$ cat src/rtl/sys_glue_regs.svh
// constants of the system glue unit: timing counts, mode word layout
// assumes inclusion by its bare name from the package and the design file
`ifndef SYS_GLUE_REGS_SVH
`define SYS_GLUE_REGS_SVH

// ***************************************************************
// reset stretch timing
// ***************************************************************
`define PHASE_CYCLES      22'h000020
`define PHASE_COUNT       22'h000003
`define POR_CYCLES        2097152

// ***************************************************************
// core mode word layout
// ***************************************************************
`define MODE_WORD_RESET   16'h0000
`define MODE_WORD_MASK    16'h81fb
`define BOOT_LOW_BIT      0
`define BOOT_HIGH_BIT     1
`define EXT_SPACE_BIT     3

`define PERIPH_COUNT      16

`endif

$ cat src/rtl/sys_glue_pkg.sv
// types shared by the system glue unit and its bench
// assumes sys_glue_regs.svh sits beside it
`include "sys_glue_regs.svh"

package sys_glue_pkg;

  typedef enum logic [4:0] {
    ST_RESET = 5'h01,
    ST_RUN   = 5'h02,
    ST_WAIT  = 5'h04,
    ST_STOP  = 5'h08,
    ST_DEBUG = 5'h10
  } power_state_t;

  typedef struct packed {
    logic                      core;
    logic                      mem;
    logic                      watchdog;
    logic                      can;
    logic                      pwm_off;
    logic [`PERIPH_COUNT-1:0]  periph;
  } clk_gate_t;

endpackage

$ cat src/rtl/system_reset_power_mode_control.sv
// reset sequencing, power mode control and clock gating of the chip
// assumes all inputs synchronous to i_ref_clk; i_sys_rst is power-up
//
// Overview of operation
// RULE1: stretch resets by three 32-clock phases; power-on reset holds 2^21.
// RULE2: power-on detector or reset pin resets core and all peripherals.
// RULE3: watchdog or software reset keeps the boot select bits unchanged.
// RULE4: debug mode: watchdog off, pwm optionally off, others keep running.
// RULE5: wait mode stops core and memory clocks, enabled peripherals run.
// RULE6: wait mode optionally stops watchdog and forces pwm outputs off.
// RULE7: stop mode shuts core, memory and most peripheral clocks.
// RULE8: stop mode optionally stops the watchdog and the can controller.
// RULE9: software itself shuts the pll before stop; no automatic shutdown.
// RULE10: can or ungated interrupt activity wakes the chip from stop.
// RULE11: separate controls disable the effect of wait and stop instructions.
// RULE12: four 16-bit scratch registers cleared only by power-on reset.
// RULE13: flash security blocks external debug access to on-chip flash.
// RULE14: each peripheral clock can be gated individually.
// RULE15: mode word resets to zero except boot bits, set by flash security.
// RULE16: run mode clocks core and all enabled peripherals fully.
// RULE17: a reset source during the release count restarts it from zero.
// RULE18: release peripherals before the core across the three phases.
`timescale 1ns/1ns
`include "sys_glue_regs.svh"

module system_reset_power_mode_control #(
  parameter int POR_CYCLES = `POR_CYCLES,
  parameter int PERIPHS    = `PERIPH_COUNT
) (
  input  wire logic                      i_ref_clk,
  input  wire logic                      i_sys_rst,
  input  wire logic                      i_por,
  input  wire logic                      i_reset_pin_n,
  input  wire logic                      i_watchdog_reset,
  input  wire logic                      i_sw_reset,
  input  wire logic                      i_flash_secure,
  input  wire logic                      i_wait_instr,
  input  wire logic                      i_stop_instr,
  input  wire logic                      i_wait_disable,
  input  wire logic                      i_stop_disable,
  input  wire logic                      i_debug_req,
  input  wire logic                      i_debug_pwm_off,
  input  wire logic                      i_wait_watchdog_stop,
  input  wire logic                      i_wait_pwm_off,
  input  wire logic                      i_stop_watchdog_stop,
  input  wire logic                      i_stop_can_stop,
  input  wire logic                      i_can_wake,
  input  wire logic                      i_irq_wake,
  input  wire logic [PERIPHS-1:0]        i_periph_clk_en,
  input  wire logic                      i_mode_word_wr,
  input  wire logic [15:0]               i_mode_word_wdata,
  input  wire logic                      i_scratch_wr,
  input  wire logic [1:0]                i_scratch_sel,
  input  wire logic [15:0]               i_scratch_wdata,
  input  wire logic                      i_jtag_flash_req,
  output logic                           o_core_rst,
  output logic                           o_periph_rst,
  output sys_glue_pkg::clk_gate_t        o_clk_gate,
  output sys_glue_pkg::power_state_t     o_power_state,
  output logic [15:0]                    o_core_mode_word,
  output logic [15:0]                    o_scratch_rdata,
  output logic                           o_jtag_flash_grant
);

  // ***************************************************************
  // helpers
  // ***************************************************************
  function automatic logic [21:0] release_target(input logic long_len);
    if (long_len) begin
      release_target = 22'(POR_CYCLES);
    end else begin
      release_target = 22'(`PHASE_CYCLES * `PHASE_COUNT);
    end
  endfunction

  logic        reset_src;
  logic        hard_src;
  logic [21:0] rst_cnt_q;
  logic        busy_q;
  logic        long_q;
  logic        hard_q;
  logic [21:0] target;
  logic        seq_done;

  sys_glue_pkg::power_state_t state_q;
  sys_glue_pkg::power_state_t state_d;
  sys_glue_pkg::clk_gate_t    gate_d;

  logic [15:0] scratch_q [4];
  logic [15:0] mode_word_q;

  assign hard_src  = i_por | ~i_reset_pin_n;                          // RULE2
  assign reset_src = hard_src | i_watchdog_reset | i_sw_reset;
  assign target    = release_target(long_q);
  assign seq_done  = busy_q & (rst_cnt_q == target - 22'h000001);

  // ***************************************************************
  // reset stretch counter
  // ***************************************************************
  always_ff @(posedge i_ref_clk or posedge i_sys_rst) begin
    if (i_sys_rst) begin
      rst_cnt_q <= 22'h000000;
      busy_q    <= 1'b1;
      long_q    <= 1'b1;
      hard_q    <= 1'b1;
    end else if (reset_src) begin
      rst_cnt_q <= 22'h000000;                                        // RULE17
      busy_q    <= 1'b1;
      long_q    <= long_q & busy_q | i_por;                           // RULE1
      hard_q    <= hard_q & busy_q | hard_src;
    end else if (seq_done) begin
      rst_cnt_q <= 22'h000000;
      busy_q    <= 1'b0;
      long_q    <= 1'b0;
      hard_q    <= 1'b0;
    end else if (busy_q) begin
      rst_cnt_q <= rst_cnt_q + 22'h000001;                            // RULE1
    end
  end

  // peripherals leave reset one phase ahead of the core
  always_ff @(posedge i_ref_clk or posedge i_sys_rst) begin
    if (i_sys_rst) begin
      o_core_rst   <= 1'b1;
      o_periph_rst <= 1'b1;
    end else begin
      o_core_rst   <= reset_src | (busy_q & ~seq_done);               // RULE2
      o_periph_rst <= reset_src |
                      (busy_q & (rst_cnt_q < target - `PHASE_CYCLES - // RULE18
                                 22'h000001));
    end
  end

  // ***************************************************************
  // power mode state machine
  // ***************************************************************
  always_comb begin
    state_d = state_q;
    case (state_q)
      sys_glue_pkg::ST_RESET: begin
        if (seq_done) begin
          state_d = sys_glue_pkg::ST_RUN;
        end
      end
      sys_glue_pkg::ST_RUN: begin
        if (i_debug_req) begin
          state_d = sys_glue_pkg::ST_DEBUG;
        end else if (i_stop_instr & ~i_stop_disable) begin            // RULE11
          state_d = sys_glue_pkg::ST_STOP;
        end else if (i_wait_instr & ~i_wait_disable) begin            // RULE11
          state_d = sys_glue_pkg::ST_WAIT;
        end
      end
      sys_glue_pkg::ST_WAIT: begin
        if (i_irq_wake | i_can_wake | i_debug_req) begin
          state_d = sys_glue_pkg::ST_RUN;
        end
      end
      sys_glue_pkg::ST_STOP: begin
        if (i_can_wake | i_irq_wake | i_debug_req) begin              // RULE10
          state_d = sys_glue_pkg::ST_RUN;
        end
      end
      sys_glue_pkg::ST_DEBUG: begin
        if (~i_debug_req) begin
          state_d = sys_glue_pkg::ST_RUN;
        end
      end
      default: begin
        state_d = sys_glue_pkg::ST_RESET;
      end
    endcase
    if (reset_src) begin
      state_d = sys_glue_pkg::ST_RESET;
    end
  end

  always_ff @(posedge i_ref_clk or posedge i_sys_rst) begin
    if (i_sys_rst) begin
      state_q <= sys_glue_pkg::ST_RESET;
    end else begin
      state_q <= state_d;
    end
  end

  // ***************************************************************
  // clock gating per mode
  // ***************************************************************
  // gating follows the next state so enables change with the mode
  always_comb begin
    gate_d.core     = 1'b1;
    gate_d.mem      = 1'b1;
    gate_d.watchdog = 1'b1;
    gate_d.can      = 1'b1;
    gate_d.pwm_off  = 1'b0;
    gate_d.periph   = i_periph_clk_en;                                // RULE14
    case (state_d)
      sys_glue_pkg::ST_RESET: begin
        gate_d.periph = {PERIPHS{1'b1}};
      end
      sys_glue_pkg::ST_RUN: begin
        gate_d.core = 1'b1;                                           // RULE16
      end
      sys_glue_pkg::ST_WAIT: begin
        gate_d.core     = 1'b0;                                       // RULE5
        gate_d.mem      = 1'b0;                                       // RULE5
        gate_d.watchdog = ~i_wait_watchdog_stop;                      // RULE6
        gate_d.pwm_off  = i_wait_pwm_off;                             // RULE6
      end
      sys_glue_pkg::ST_STOP: begin
        gate_d.core     = 1'b0;                                       // RULE7
        gate_d.mem      = 1'b0;                                       // RULE7
        gate_d.periph   = {PERIPHS{1'b0}};                            // RULE7
        gate_d.watchdog = ~i_stop_watchdog_stop;                      // RULE8
        gate_d.can      = ~i_stop_can_stop;                           // RULE8
      end
      sys_glue_pkg::ST_DEBUG: begin
        gate_d.watchdog = 1'b0;                                       // RULE4
        gate_d.pwm_off  = i_debug_pwm_off;                            // RULE4
      end
      default: begin
        gate_d.core = 1'b1;
      end
    endcase
  end

  // pll is left alone here: software must shut it before stop
  always_ff @(posedge i_ref_clk or posedge i_sys_rst) begin
    if (i_sys_rst) begin
      o_clk_gate    <= '1;
      o_power_state <= sys_glue_pkg::ST_RESET;
    end else begin
      o_clk_gate    <= gate_d;
      o_power_state <= state_d;
    end
  end

  // ***************************************************************
  // core mode word
  // ***************************************************************
  always_ff @(posedge i_ref_clk or posedge i_sys_rst) begin
    if (i_sys_rst) begin
      mode_word_q <= `MODE_WORD_RESET;
    end else if (reset_src | busy_q) begin
      mode_word_q <= `MODE_WORD_RESET;                                // RULE15
      if (hard_src | hard_q) begin
        mode_word_q[`BOOT_LOW_BIT]  <= i_flash_secure;                // RULE15
        mode_word_q[`BOOT_HIGH_BIT] <= i_flash_secure;
      end else begin
        mode_word_q[`BOOT_LOW_BIT]  <= mode_word_q[`BOOT_LOW_BIT];    // RULE3
        mode_word_q[`BOOT_HIGH_BIT] <= mode_word_q[`BOOT_HIGH_BIT];   // RULE3
      end
    end else if (i_mode_word_wr) begin
      mode_word_q <= i_mode_word_wdata & `MODE_WORD_MASK;
    end
  end

  always_ff @(posedge i_ref_clk or posedge i_sys_rst) begin
    if (i_sys_rst) begin
      o_core_mode_word <= `MODE_WORD_RESET;
    end else begin
      o_core_mode_word <= mode_word_q;
    end
  end

  // ***************************************************************
  // scratch registers
  // ***************************************************************
  // only the power-on detector clears these; pin and soft resets do not
  always_ff @(posedge i_ref_clk or posedge i_sys_rst) begin
    if (i_sys_rst) begin
      for (int i = 0; i < 4; i++) begin
        scratch_q[i] <= 16'h0000;
      end
    end else if (i_por) begin
      for (int i = 0; i < 4; i++) begin
        scratch_q[i] <= 16'h0000;                                     // RULE12
      end
    end else if (i_scratch_wr & ~o_core_rst) begin
      scratch_q[i_scratch_sel] <= i_scratch_wdata;                    // RULE12
    end
  end

  always_ff @(posedge i_ref_clk or posedge i_sys_rst) begin
    if (i_sys_rst) begin
      o_scratch_rdata <= 16'h0000;
    end else begin
      o_scratch_rdata <= scratch_q[i_scratch_sel];
    end
  end

  // ***************************************************************
  // flash security
  // ***************************************************************
  always_ff @(posedge i_ref_clk or posedge i_sys_rst) begin
    if (i_sys_rst) begin
      o_jtag_flash_grant <= 1'b0;
    end else begin
      o_jtag_flash_grant <= i_jtag_flash_req & ~i_flash_secure;       // RULE13
    end
  end

endmodule

$ cat config.mk
export PLATFORM = sky130hd
export DESIGN_NAME = system_reset_power_mode_control
export DESIGN_NICKNAME = d
export VERILOG_FILES = /design/src/rtl/sys_glue_pkg.sv /design/src/rtl/system_reset_power_mode_control.sv
export VERILOG_INCLUDE_DIRS = /design/src /design/src/rtl
export SDC_FILE = /design/constraint.sdc
export NUM_CORES = 1
export LEC_CHECK = 0
export BUFFER_PORTS_ARGS = -buffer_cell sky130_fd_sc_hd__clkbuf_2
export CAP_MARGIN = 10
export CORE_ASPECT_RATIO = 1.1
export CORE_MARGIN = 4
export CORE_UTILIZATION = 60
export DETAILED_ROUTE_END_ITERATION = 8
export HOLD_SLACK_MARGIN = 0.15
export PLACE_DENSITY = 0.9
export SYNTH_ARGS = -nofsm -noshare
export SYNTH_HDL_FRONTEND = slang
export SYNTH_SLANG_ARGS = --single-unit
$ cat constraint.sdc
create_clock -name i_ref_clk -period 14.5 [get_ports i_ref_clk]
set_input_delay 2.9 -clock i_ref_clk [delete_from_list [all_inputs] [get_ports i_ref_clk]]
set_output_delay 2.9 -clock i_ref_clk [all_outputs]
set_load 0.005 [all_outputs]
==> results of run 1 <==
final cells by class:
class	count	area (µm²)
flip-flops and latches	151	3811
inverters	9	38.79
clock inverters	13	110.1
well taps	147	183.9
multi-input cells	463	2820
fillers	764	2995
clock buffers	19	452.9
repair buffers	123	648.1
cells by family (layout without fill, tap and decap cells):
logic type / Yosys count / count (layout)
simple gates: 248 / 248
mux: 23 / 23
flops: 151 / 151
buf+inv: 53 / 164
fa+ha+maj: 17 / 17
xor+xnor: 6 / 6
compound gates: 162 / 162
other cells: 1 / 7
through the flow:
stage | hold WS [ns] | instance area (µm²) | utilization [%] | worst slack (ns) | cells
finish | 0.3802 | 8065 | 72.92 | 9.424 | 925
global route | 0.3908 | 8065 | 72.92 | 9.243 | 925
CTS | 0.3827 | 8038 | 72.67 | 9.475 | 924
detailed placement | 0.3686 | 7475 | 67.58 | 9.062 | 892
global placement | 0.3575 | 7475 | 67.58 | 9.138 | 892
floorplan | 0.3530 | 6889 | - | 7.578 | 667
synth_stat cells (all sizes together) (6+ instances only):
cell and instances:
a21oi 74, and3 6, dfstp 26, nand2 158, nor2 24, dfrtp 125
nor2b 8, mux2i 7, mux4 16, ha 17, nand3 14, clkbuf 26
nor3 10, o31ai 8, o21ai 34, buf 18, a21o 22, inv 9
nand4 9
final timing paths:
| kind | cells past startpoint | endpoint | slack, ns | start |
|---|---|---|---|---|
| worst max-delay path | 8 | rst_cnt_q[11]$_DFFE_PP0P_ | 9.42 | i_por |
| worst min-delay path | 0 | o_core_mode_word[5]$_DFF_PP0_ | 0.38 | mode_word_q[5]$_DFFE_PP0P_ |
| worst max register to register | 8 | rst_cnt_q[11]$_DFFE_PP0P_ | 11.12 | long_q$_DFFE_PP1P_ |
| worst min register to register | 0 | o_core_mode_word[5]$_DFF_PP0_ | 0.38 | mode_word_q[5]$_DFFE_PP0P_ |
| max in group asynchronous | 4 | o_clk_gate[10]$_DFF_PP1_ | 10.81 | i_sys_rst |
| min in group asynchronous | 2 | o_power_state[1]$_DFF_PP0_ | 2.52 | i_sys_rst |
routing by layer:
| layer | vias to the layer above | global-route usage (%) | share of wire [%] |
|---|---|---|---|
| met5 | - | 0 | 0 |
| met4 | 0 | 13.87 | 3.3 |
| met3 | 52 | 5.713 | 9.0 |
| met2 | 307 | 40.90 | 49 |
| met1 | 2661 | 31.76 | 38 |
| li1 | 2519 | - | - |
registers in the layout, summed over array words and instances (netlist names), 5 cells and up:
signal            cells
o_power_state         5
rst_cnt_q            22
mode_word_q           9
o_scratch_rdata      16
o_core_mode_word      9
scratch_q            64
o_clk_gate           20
power by group through the flow:
stage	Clock, mW	Combinational (mW)	Sequential, mW
floorplan	0	0.0204	0.431
global placement	0	0.0347	0.431
detailed placement	0	0.0361	0.431
CTS	0.417	0.0364	0.423
global route	0.440	0.0409	0.423
finish	0.413	0.0370	0.423
critical path, cell delays in order:
cell,delay [ns]
clkbuf_2,0.09
buf_4,0.53
nand2b_4,0.29
or3_1,0.25
a211o_1,0.77
inv_2,0.24
a21oi_1,0.21
o21ai_1,0.07
==> impl_results.md, run 1 <==
* Post-synth cell types at 58
* Clock skew at 0.006470 ns
* Total grt overflow at 0
* Synth Cell Area at 0.006867 mm²
* Synth area leader: dfrtp_1
* Leading cell type in the layout, fill and taps excluded: nand2_1
* CTS H-tree depth at 4
* First-pass GRT wire length at 26050 µm
* Final Critical Period at 5.076 ns
* Initial drt markers at 440
* Number of port buffers at 118
* CTS root buf: clkbuf_16
* Syn Area/Cell at 10.39 µm²
* Die Area at 0.01322 mm²
* Synth Instances at 661
* DR pass1 iterations at 6
* Switching power total at 0.2053 mW
* Final setup TNS at 0 ns
* Pwr dens at 108.3 mW/mm²
* Crit path arrival time at 5.37 ns
* Die X at 110 µm
* CTS max path bufs at 2
* Endpoints failing hold at 0
* Vias in the first global route at 5488
* Reg power frac at 48.5%
* Largest family of logic cells by synthesized area: simple AND/OR/NAND/NOR gates
* Number of enable flip-flop cells after synthesis at 0
* Clock slew at reported path FFs at 0.06 ns
* CP Launch Type: input pin
* Most frequent cells in the layout: nand2_1 (157), dfrtp_1 (125), clkbuf_2 (118)
* CTS tree: yes
* CTS Hold Buffers Added at 0
* IO Count at 133
* # DRC at 0
* Critical Path End Type: flop
* P&R area growth vs syn at 17.46%
* Critical Path Fanout Max at 66
* RD Place Congestion at 0.8693
* ANT nets after route at 0
* Fin crit share at 35.01%
* ANT cells at 0
* Layout cells sized above 1 at 26.86%
* Ys flop type: dfrtp_1
* CORE AREA at 0.01106 mm²
* Vias at 5539
* Largest net degree at the start of global routing at 97
* NumNets Final at 854
* CTS sink count at 151
* Gate power share at 4.2%
* Count of final setup violators at 0
* Post-synth ARST share at 100.0%
* WL/cell at 17.77 µm
* Max-capacitance violation count at 0
* Tightest Pin Transition at 0.9394 ns
* Pwr Total at 0.8734 mW
* Post-CTS Setup Bufs at 0
* Synth top area share at 45.55%
* Synth area leaders: dfrtp_1 (46%), dfstp_2 (9.9%), nand2_1 (8.6%), a21oi_1 (5.3%), mux4_2 (5.2%)
* Internal power at 0.6681 mW
* Sw frac at 23.51%
* P_leak at 3.710 nW
* Rel. slew slack at 37.37%
* Synth Area in Adders at 3.098%
* CTS Buf Count at 17
* Die Ht at 120.2 µm
* Status: finished, final reports clean
* Worst Hold Class: reg2reg
* Initial antenna violation count at 0
* Slew Viols, Final at 0
* Post-detail-place hpwl at 10740 µm
* GRT Overall Usage at 25.44%
* Critical path required time at 14.80 ns
* Yosys warns at 0
* Post-cts sizing count at 0
* VDD IR-drop max at 0.08303 mV
* RSZ-0062 raised after global routing: false
* Simple-gate share of the synthesized area at 16.33%
* Clk_lat worst skew at 0.41 ns
* Avg Vias per Cell at 5.988
* Mux cell area share after synthesis at 6.268%
* Xor/xnor share of the synthesized area at 0.7653%
* Sequential share of the synthesized area at 55.50%
* Starting Density at 62.08%
* Synth Area in Compound Gates at 14.23%
* Synth Register Bits at 151
* Clock Power Share at 47.3%
* Drt total wl at 16430 µm
* Setup CP Type: in2reg
* F_max at 0.1970 GHz
* Row count at 40
Note: power is estimated with default switching activity, not from simulation.
==> inputs of run 2 (changes only) <==
CORE_UTILIZATION = 50   (was 60)
PLACE_DENSITY = 0.8   (was 0.9)
clock period = 4.1 ns   (was 14.5 ns; I/O delays follow)
==> impl_results.md, run 2 (synthesis results as in run 1) <==
* Tightest Pin Transition at 0.9147 ns
* Final setup margin at 1.004 ns
* WHS Endpoint: o_core_mode_word[7]$_DFF_PP0_
* Final Critical Period at 3.096 ns
* Drt total wl at 15970 µm
* Register-to-Register Path Depth at 8
* Largest net degree at the start of global routing at 66
* RD Place Congestion at 0.7905
* IO Count at 133
* Clock slew at reported path FFs at 0.06 ns
* Fin crit share at 75.52%
* Post-CTS Setup Bufs at 0
* Worst Hold Class: reg2reg
* Worst-path cell chain: inv_1 -> ha_1 -> and4b_1 -> nor4b_1 -> a211o_1 -> buf_4 -> o21ai_1 -> a22o_1
* Post-detail-place hpwl at 10380 µm
* Slew Viols, Final at 0
* CTS root buf: clkbuf_16
* Vias in the first global route at 5126
* P_leak at 3.743 nW
* Die Ht at 130.9 µm
* Biggest regs: scratch_q (64), rst_cnt_q (22), o_clk_gate (20)
* Avg Vias per Cell at 5.541
* CTS Hold Buffers Added at 0
* Endpoints failing hold at 0
* Filler cells at 1099
* Post-Place Cell Area at 0.007557 mm²
* Vias at 5353
* Most frequent cells in the layout: nand2_1 (157), dfrtp_1 (125), clkbuf_2 (118)
* Post-cts sizing count at 0
* Routed metal-1 wire length at 6745 µm
* Initial drt markers at 456
* Top reg by flops: scratch_q
* Rel. slew slack at 38.89%
* Starting Density at 51.54%
* CTS max path bufs at 2
* CORE AREA at 0.01332 mm²
* Max FFs per register at 64
* Reg-to-Reg End: rst_cnt_q[17]$_DFFE_PP0P_
* VDD IR-drop max at 0.2936 mV
* Initial antenna violation count at 0
* P&R area growth vs syn at 18.82%
* Met2 wire length at 7718 µm
* Top Family by Delay on Critical Path: compound AO/OA/AOI/OAI gates
* WL/cell at 16.53 µm
* Die X at 119.7 µm
* Setup CP Type: reg2reg
* Layout cells sized above 1 at 26.76%
* Clk_lat worst skew at 0.42 ns
* WHS Path Cells at 0
* ANT nets after route at 0
* DR pass1 iterations at 5
* CTS H-tree depth at 4
* Utilization after layout at 61.24%
* CTS sink count at 151
* First-pass GRT wire length at 25610 µm
* F_max at 0.3230 GHz
* Pwr dens at 392.3 mW/mm²
* NumNets Final at 858
* Crit path arrival time at 3.40 ns
* Post-route cell area at 0.008159 mm²
* Clock skew at 0.008895 ns
* R2R Setup Slk at 1.00 ns
* Max incr delay on CP at 0.55 ns
* Buf+Inv Stages, Crit Path at 2
* Dpl ws at 1.061 ns
* Wire length on met3 at 1194 µm
* Pwr Total at 3.200 mW
* Final setup TNS at 0 ns
* RSZ-0062 raised after global routing: false
* Die Area at 0.01567 mm²
* # DRC at 0
* Status: finished, final reports clean
* Critical path required time at 4.40 ns
* Max-capacitance violation count at 0
* Number of port buffers at 118
* CTS tree: yes
* Critical Path End Type: flop
* Leading cell type in the layout, fill and taps excluded: nand2_1
* GRT Overall Usage at 20.87%
* Max layer used: met4
* R2r startpoint: long_q$_DFFE_PP1P_
* Hold_sp: mode_word_q[7]$_DFFE_PP0P_
* Count of final setup violators at 0
* Total grt overflow at 0
* Critical Path Fanout Max at 17
* CP Launch Type: flop
* Crit path max-delay cell type: dfstp_2
* Row count at 44
* CTS Buf Count at 17
## run 2: cell count changes in the layout (fill, tap and decap cells not counted), moves of 3 or more
cell,delta
buf_4,+5
bufinv_16,+3
clkbuf_1,+3
inv_6,-6
## run 2: stage by stage
stage	hold slack (ns)	std cells
5_1_grt	0.3880	965
2_1_floorplan	0.3530	667
3_5_place_dp	0.3612	934
3_3_place_gp	0.3642	934
4_1_cts	0.3794	965
6_report	0.3763	966
## run 2: final cells by class
class                      instances  area (µm²)  share of cell area, %
multi-input combinational        463        2820                  34.57
timing repair buffer             127       658.1                  8.066
tap                              184       230.2                  2.822
antenna                            1       2.502                0.03067
sequential                       151        3811                  46.71
inverter                           9       37.54                 0.4601
clock buffer                      23       478.0                  5.858
clock inverter                     8       121.4                  1.487
## run 2: metal layers
layer	GRT usage, %	vias to the layer above
met3	5.510	30
met2	34.41	229
met5	0	-
li1	-	2516
met1	27.00	2578
met4	7.547	0
## run 2: how the worst max path moves through the flow
stage | startpoint | endpoint | slack, ns | cells past startpoint
floorplan | i_sys_rst | mode_word_q[0]$_DFFE_PP0P_ | 1.40 | 1
global placement | long_q$_DFFE_PP1P_ | rst_cnt_q[17]$_DFFE_PP0P_ | 1.09 | 8
detailed placement | long_q$_DFFE_PP1P_ | rst_cnt_q[17]$_DFFE_PP0P_ | 1.06 | 8
CTS | long_q$_DFFE_PP1P_ | rst_cnt_q[17]$_DFFE_PP0P_ | 1.05 | 8
global route | long_q$_DFFE_PP1P_ | rst_cnt_q[17]$_DFFE_PP0P_ | 0.81 | 8
finish | long_q$_DFFE_PP1P_ | rst_cnt_q[17]$_DFFE_PP0P_ | 1.00 | 8
## run 2: where the power goes
group / switching, mW / leakage, nW / internal, mW
clock: 0.574 / 0.293 / 1.00
combinational: 0.0857 / 1.44 / 0.0431
sequential: 0.00180 / 2.01 / 1.50
==> inputs of run 3 (changes only) <==
CORE_UTILIZATION = 55   (was 50)
PLACE_DENSITY = 0.83   (was 0.8)
clock period = 3 ns   (was 4.1 ns; I/O delays follow)
==> impl_results.md, run 3 (synthesis results as in run 1) <==
* Dpl ws at 0.2840 ns
* DR pass1 iterations at 5
* Post-detail-place hpwl at 10900 µm
* Worst hold margin at 0.3305 ns
* CTS max path bufs at 2
* WL/cell at 17.07 µm
* Met2 Use GR at 38.40%
* Count of final setup violators at 0
* Drt total wl at 16060 µm
* Register-to-Register Path Depth at 9
* Vias at 5437
* Tightest Pin Transition at 0.8106 ns
* Largest net degree at the start of global routing at 74
* Worst Hold Class: in2reg
* Number of port buffers at 118
* CTS root buf: clkbuf_16
* Post-cts sizing count at 0
* Met3 Usage GRT at 5.220%
* IO Count at 133
* Rel. slew slack at 45.96%
* Final setup margin at 0.2479 ns
* Vias in the first global route at 5405
* F_max at 0.3634 GHz
* Avg Vias per Cell at 5.778
* GRT busiest layer: met2
* CORE AREA at 0.01214 mm²
* P_leak at 3.775 nW
* Initial antenna violation count at 0
* ANT nets after route at 0
* Die Area at 0.01434 mm²
* CTS H-tree depth at 4
* Total grt overflow at 0
* Biggest regs: scratch_q (64), rst_cnt_q (22), o_clk_gate (20)
* Clock skew at 0.007831 ns
* Pwr dens at 538.6 mW/mm²
* Final setup TNS at 0 ns
* Starting Density at 56.57%
* Endpoints failing hold at 0
* VDD IR-drop max at 0.4193 mV
* Crit path arrival time at 3.05 ns
* Critical path required time at 3.30 ns
* Die Ht at 125.2 µm
* Die X at 114.5 µm
* Final Critical Period at 2.752 ns
* Leading cell type in the layout, fill and taps excluded: nand2_1
* WHS Path Cells at 2
* Most frequent cells in the layout: nand2_1 (157), dfrtp_1 (125), clkbuf_2 (118)
* CP Launch Type: flop
* Clock slew at reported path FFs at 0.06 ns
* Top reg by flops: scratch_q
* Row count at 42
* P&R area growth vs syn at 19.37%
* # DRC at 0
* Layout cells sized above 1 at 27.45%
* NumNets Final at 863
* GRT Overall Usage at 23.27%
* WHS Endpoint: o_clk_gate[17]$_DFF_PP1_
* Setup CP Type: reg2reg
* Critical Path Fanout Max at 30
* Initial drt markers at 451
* Hold_sp: i_stop_can_stop
* Fin crit share at 91.74%
* RD Place Congestion at 0.8950
* M1 GR Usage at 29.65%
* Max-capacitance violation count at 0
* R2r startpoint: long_q$_DFFE_PP1P_
* Slew Viols, Final at 0
* First-pass GRT wire length at 26670 µm
* CTS Buf Count at 17
* Status: finished, final reports clean
* CTS sink count at 151
* RSZ-0062 raised after global routing: false
* Critical Path End Type: flop
* CTS tree: yes
* R2R Setup Slk at 0.25 ns
* Reg-to-Reg End: rst_cnt_q[11]$_DFFE_PP0P_
* Max FFs per register at 64
* Clk_lat worst skew at 0.42 ns
* ANT cells at 0
run 3: power by group:
group          switching, mW  total (mW)  internal (mW)
logic                  0.117       0.182         0.0641
registers            0.00256        2.05           2.04
clock network          0.846        2.19           1.34
total                  0.966        4.42           3.45
run 3: routing by layer:
layer	vias to the layer above	part of all wire, %
li1	2532	-
met1	2643	39
met2	227	51
met3	35	7.5
met4	0	2.5
met5	-	0
run 3: how the worst max path moves through the flow:
stage | start | to | slack [ns] | depth (start not counted)
floorplan | i_sys_rst | mode_word_q[0]$_DFFE_PP0P_ | 0.52 | 1
global placement | long_q$_DFFE_PP1P_ | rst_cnt_q[11]$_DFFE_PP0P_ | 0.36 | 9
detailed placement | long_q$_DFFE_PP1P_ | rst_cnt_q[11]$_DFFE_PP0P_ | 0.28 | 9
CTS | long_q$_DFFE_PP1P_ | rst_cnt_q[11]$_DFFE_PP0P_ | 0.27 | 9
global route | long_q$_DFFE_PP1P_ | rst_cnt_q[11]$_DFFE_PP0P_ | 0.008 | 9
finish | long_q$_DFFE_PP1P_ | rst_cnt_q[11]$_DFFE_PP0P_ | 0.25 | 9
run 3: timing repair:
item | in CTS | in global routing
endpoints found under the hold margin | 4 | 0
hold buffers | 1 | 0
setup buffers | 0 | 0
run 3: per-stage QoR:
| stage | total power, mW | utilization [%] | cells | instance area, µm² |
|---|---|---|---|---|
| floorplan | 2.181 | - | 667 | 6893 |
| global placement | 2.257 | 62.40 | 908 | 7575 |
| detailed placement | 2.264 | 62.40 | 908 | 7575 |
| CTS | 4.459 | 67.52 | 941 | 8197 |
| global route | 4.579 | 67.52 | 941 | 8197 |
| finish | 4.415 | 67.52 | 941 | 8197 |
run 3: area by class of cell:
class | count | area (µm²)
fill | 887 | 3943
multi-input combinational | 463 | 2820
clock inverter | 13 | 168.9
clock buffer | 19 | 442.9
timing repair buffer | 132 | 723.2
sequential | 151 | 3811
inverter | 9 | 37.54
tap | 154 | 192.7
run 3: worst max-delay path, stage by stage (launching register included):
cell	delay (ns)
dfstp_2	0.55
inv_1	0.23
ha_1	0.41
and4b_1	0.23
nor4b_1	0.34
a211o_1	0.19
buf_4	0.29
inv_2	0.15
a21oi_1	0.15
o21ai_1	0.07
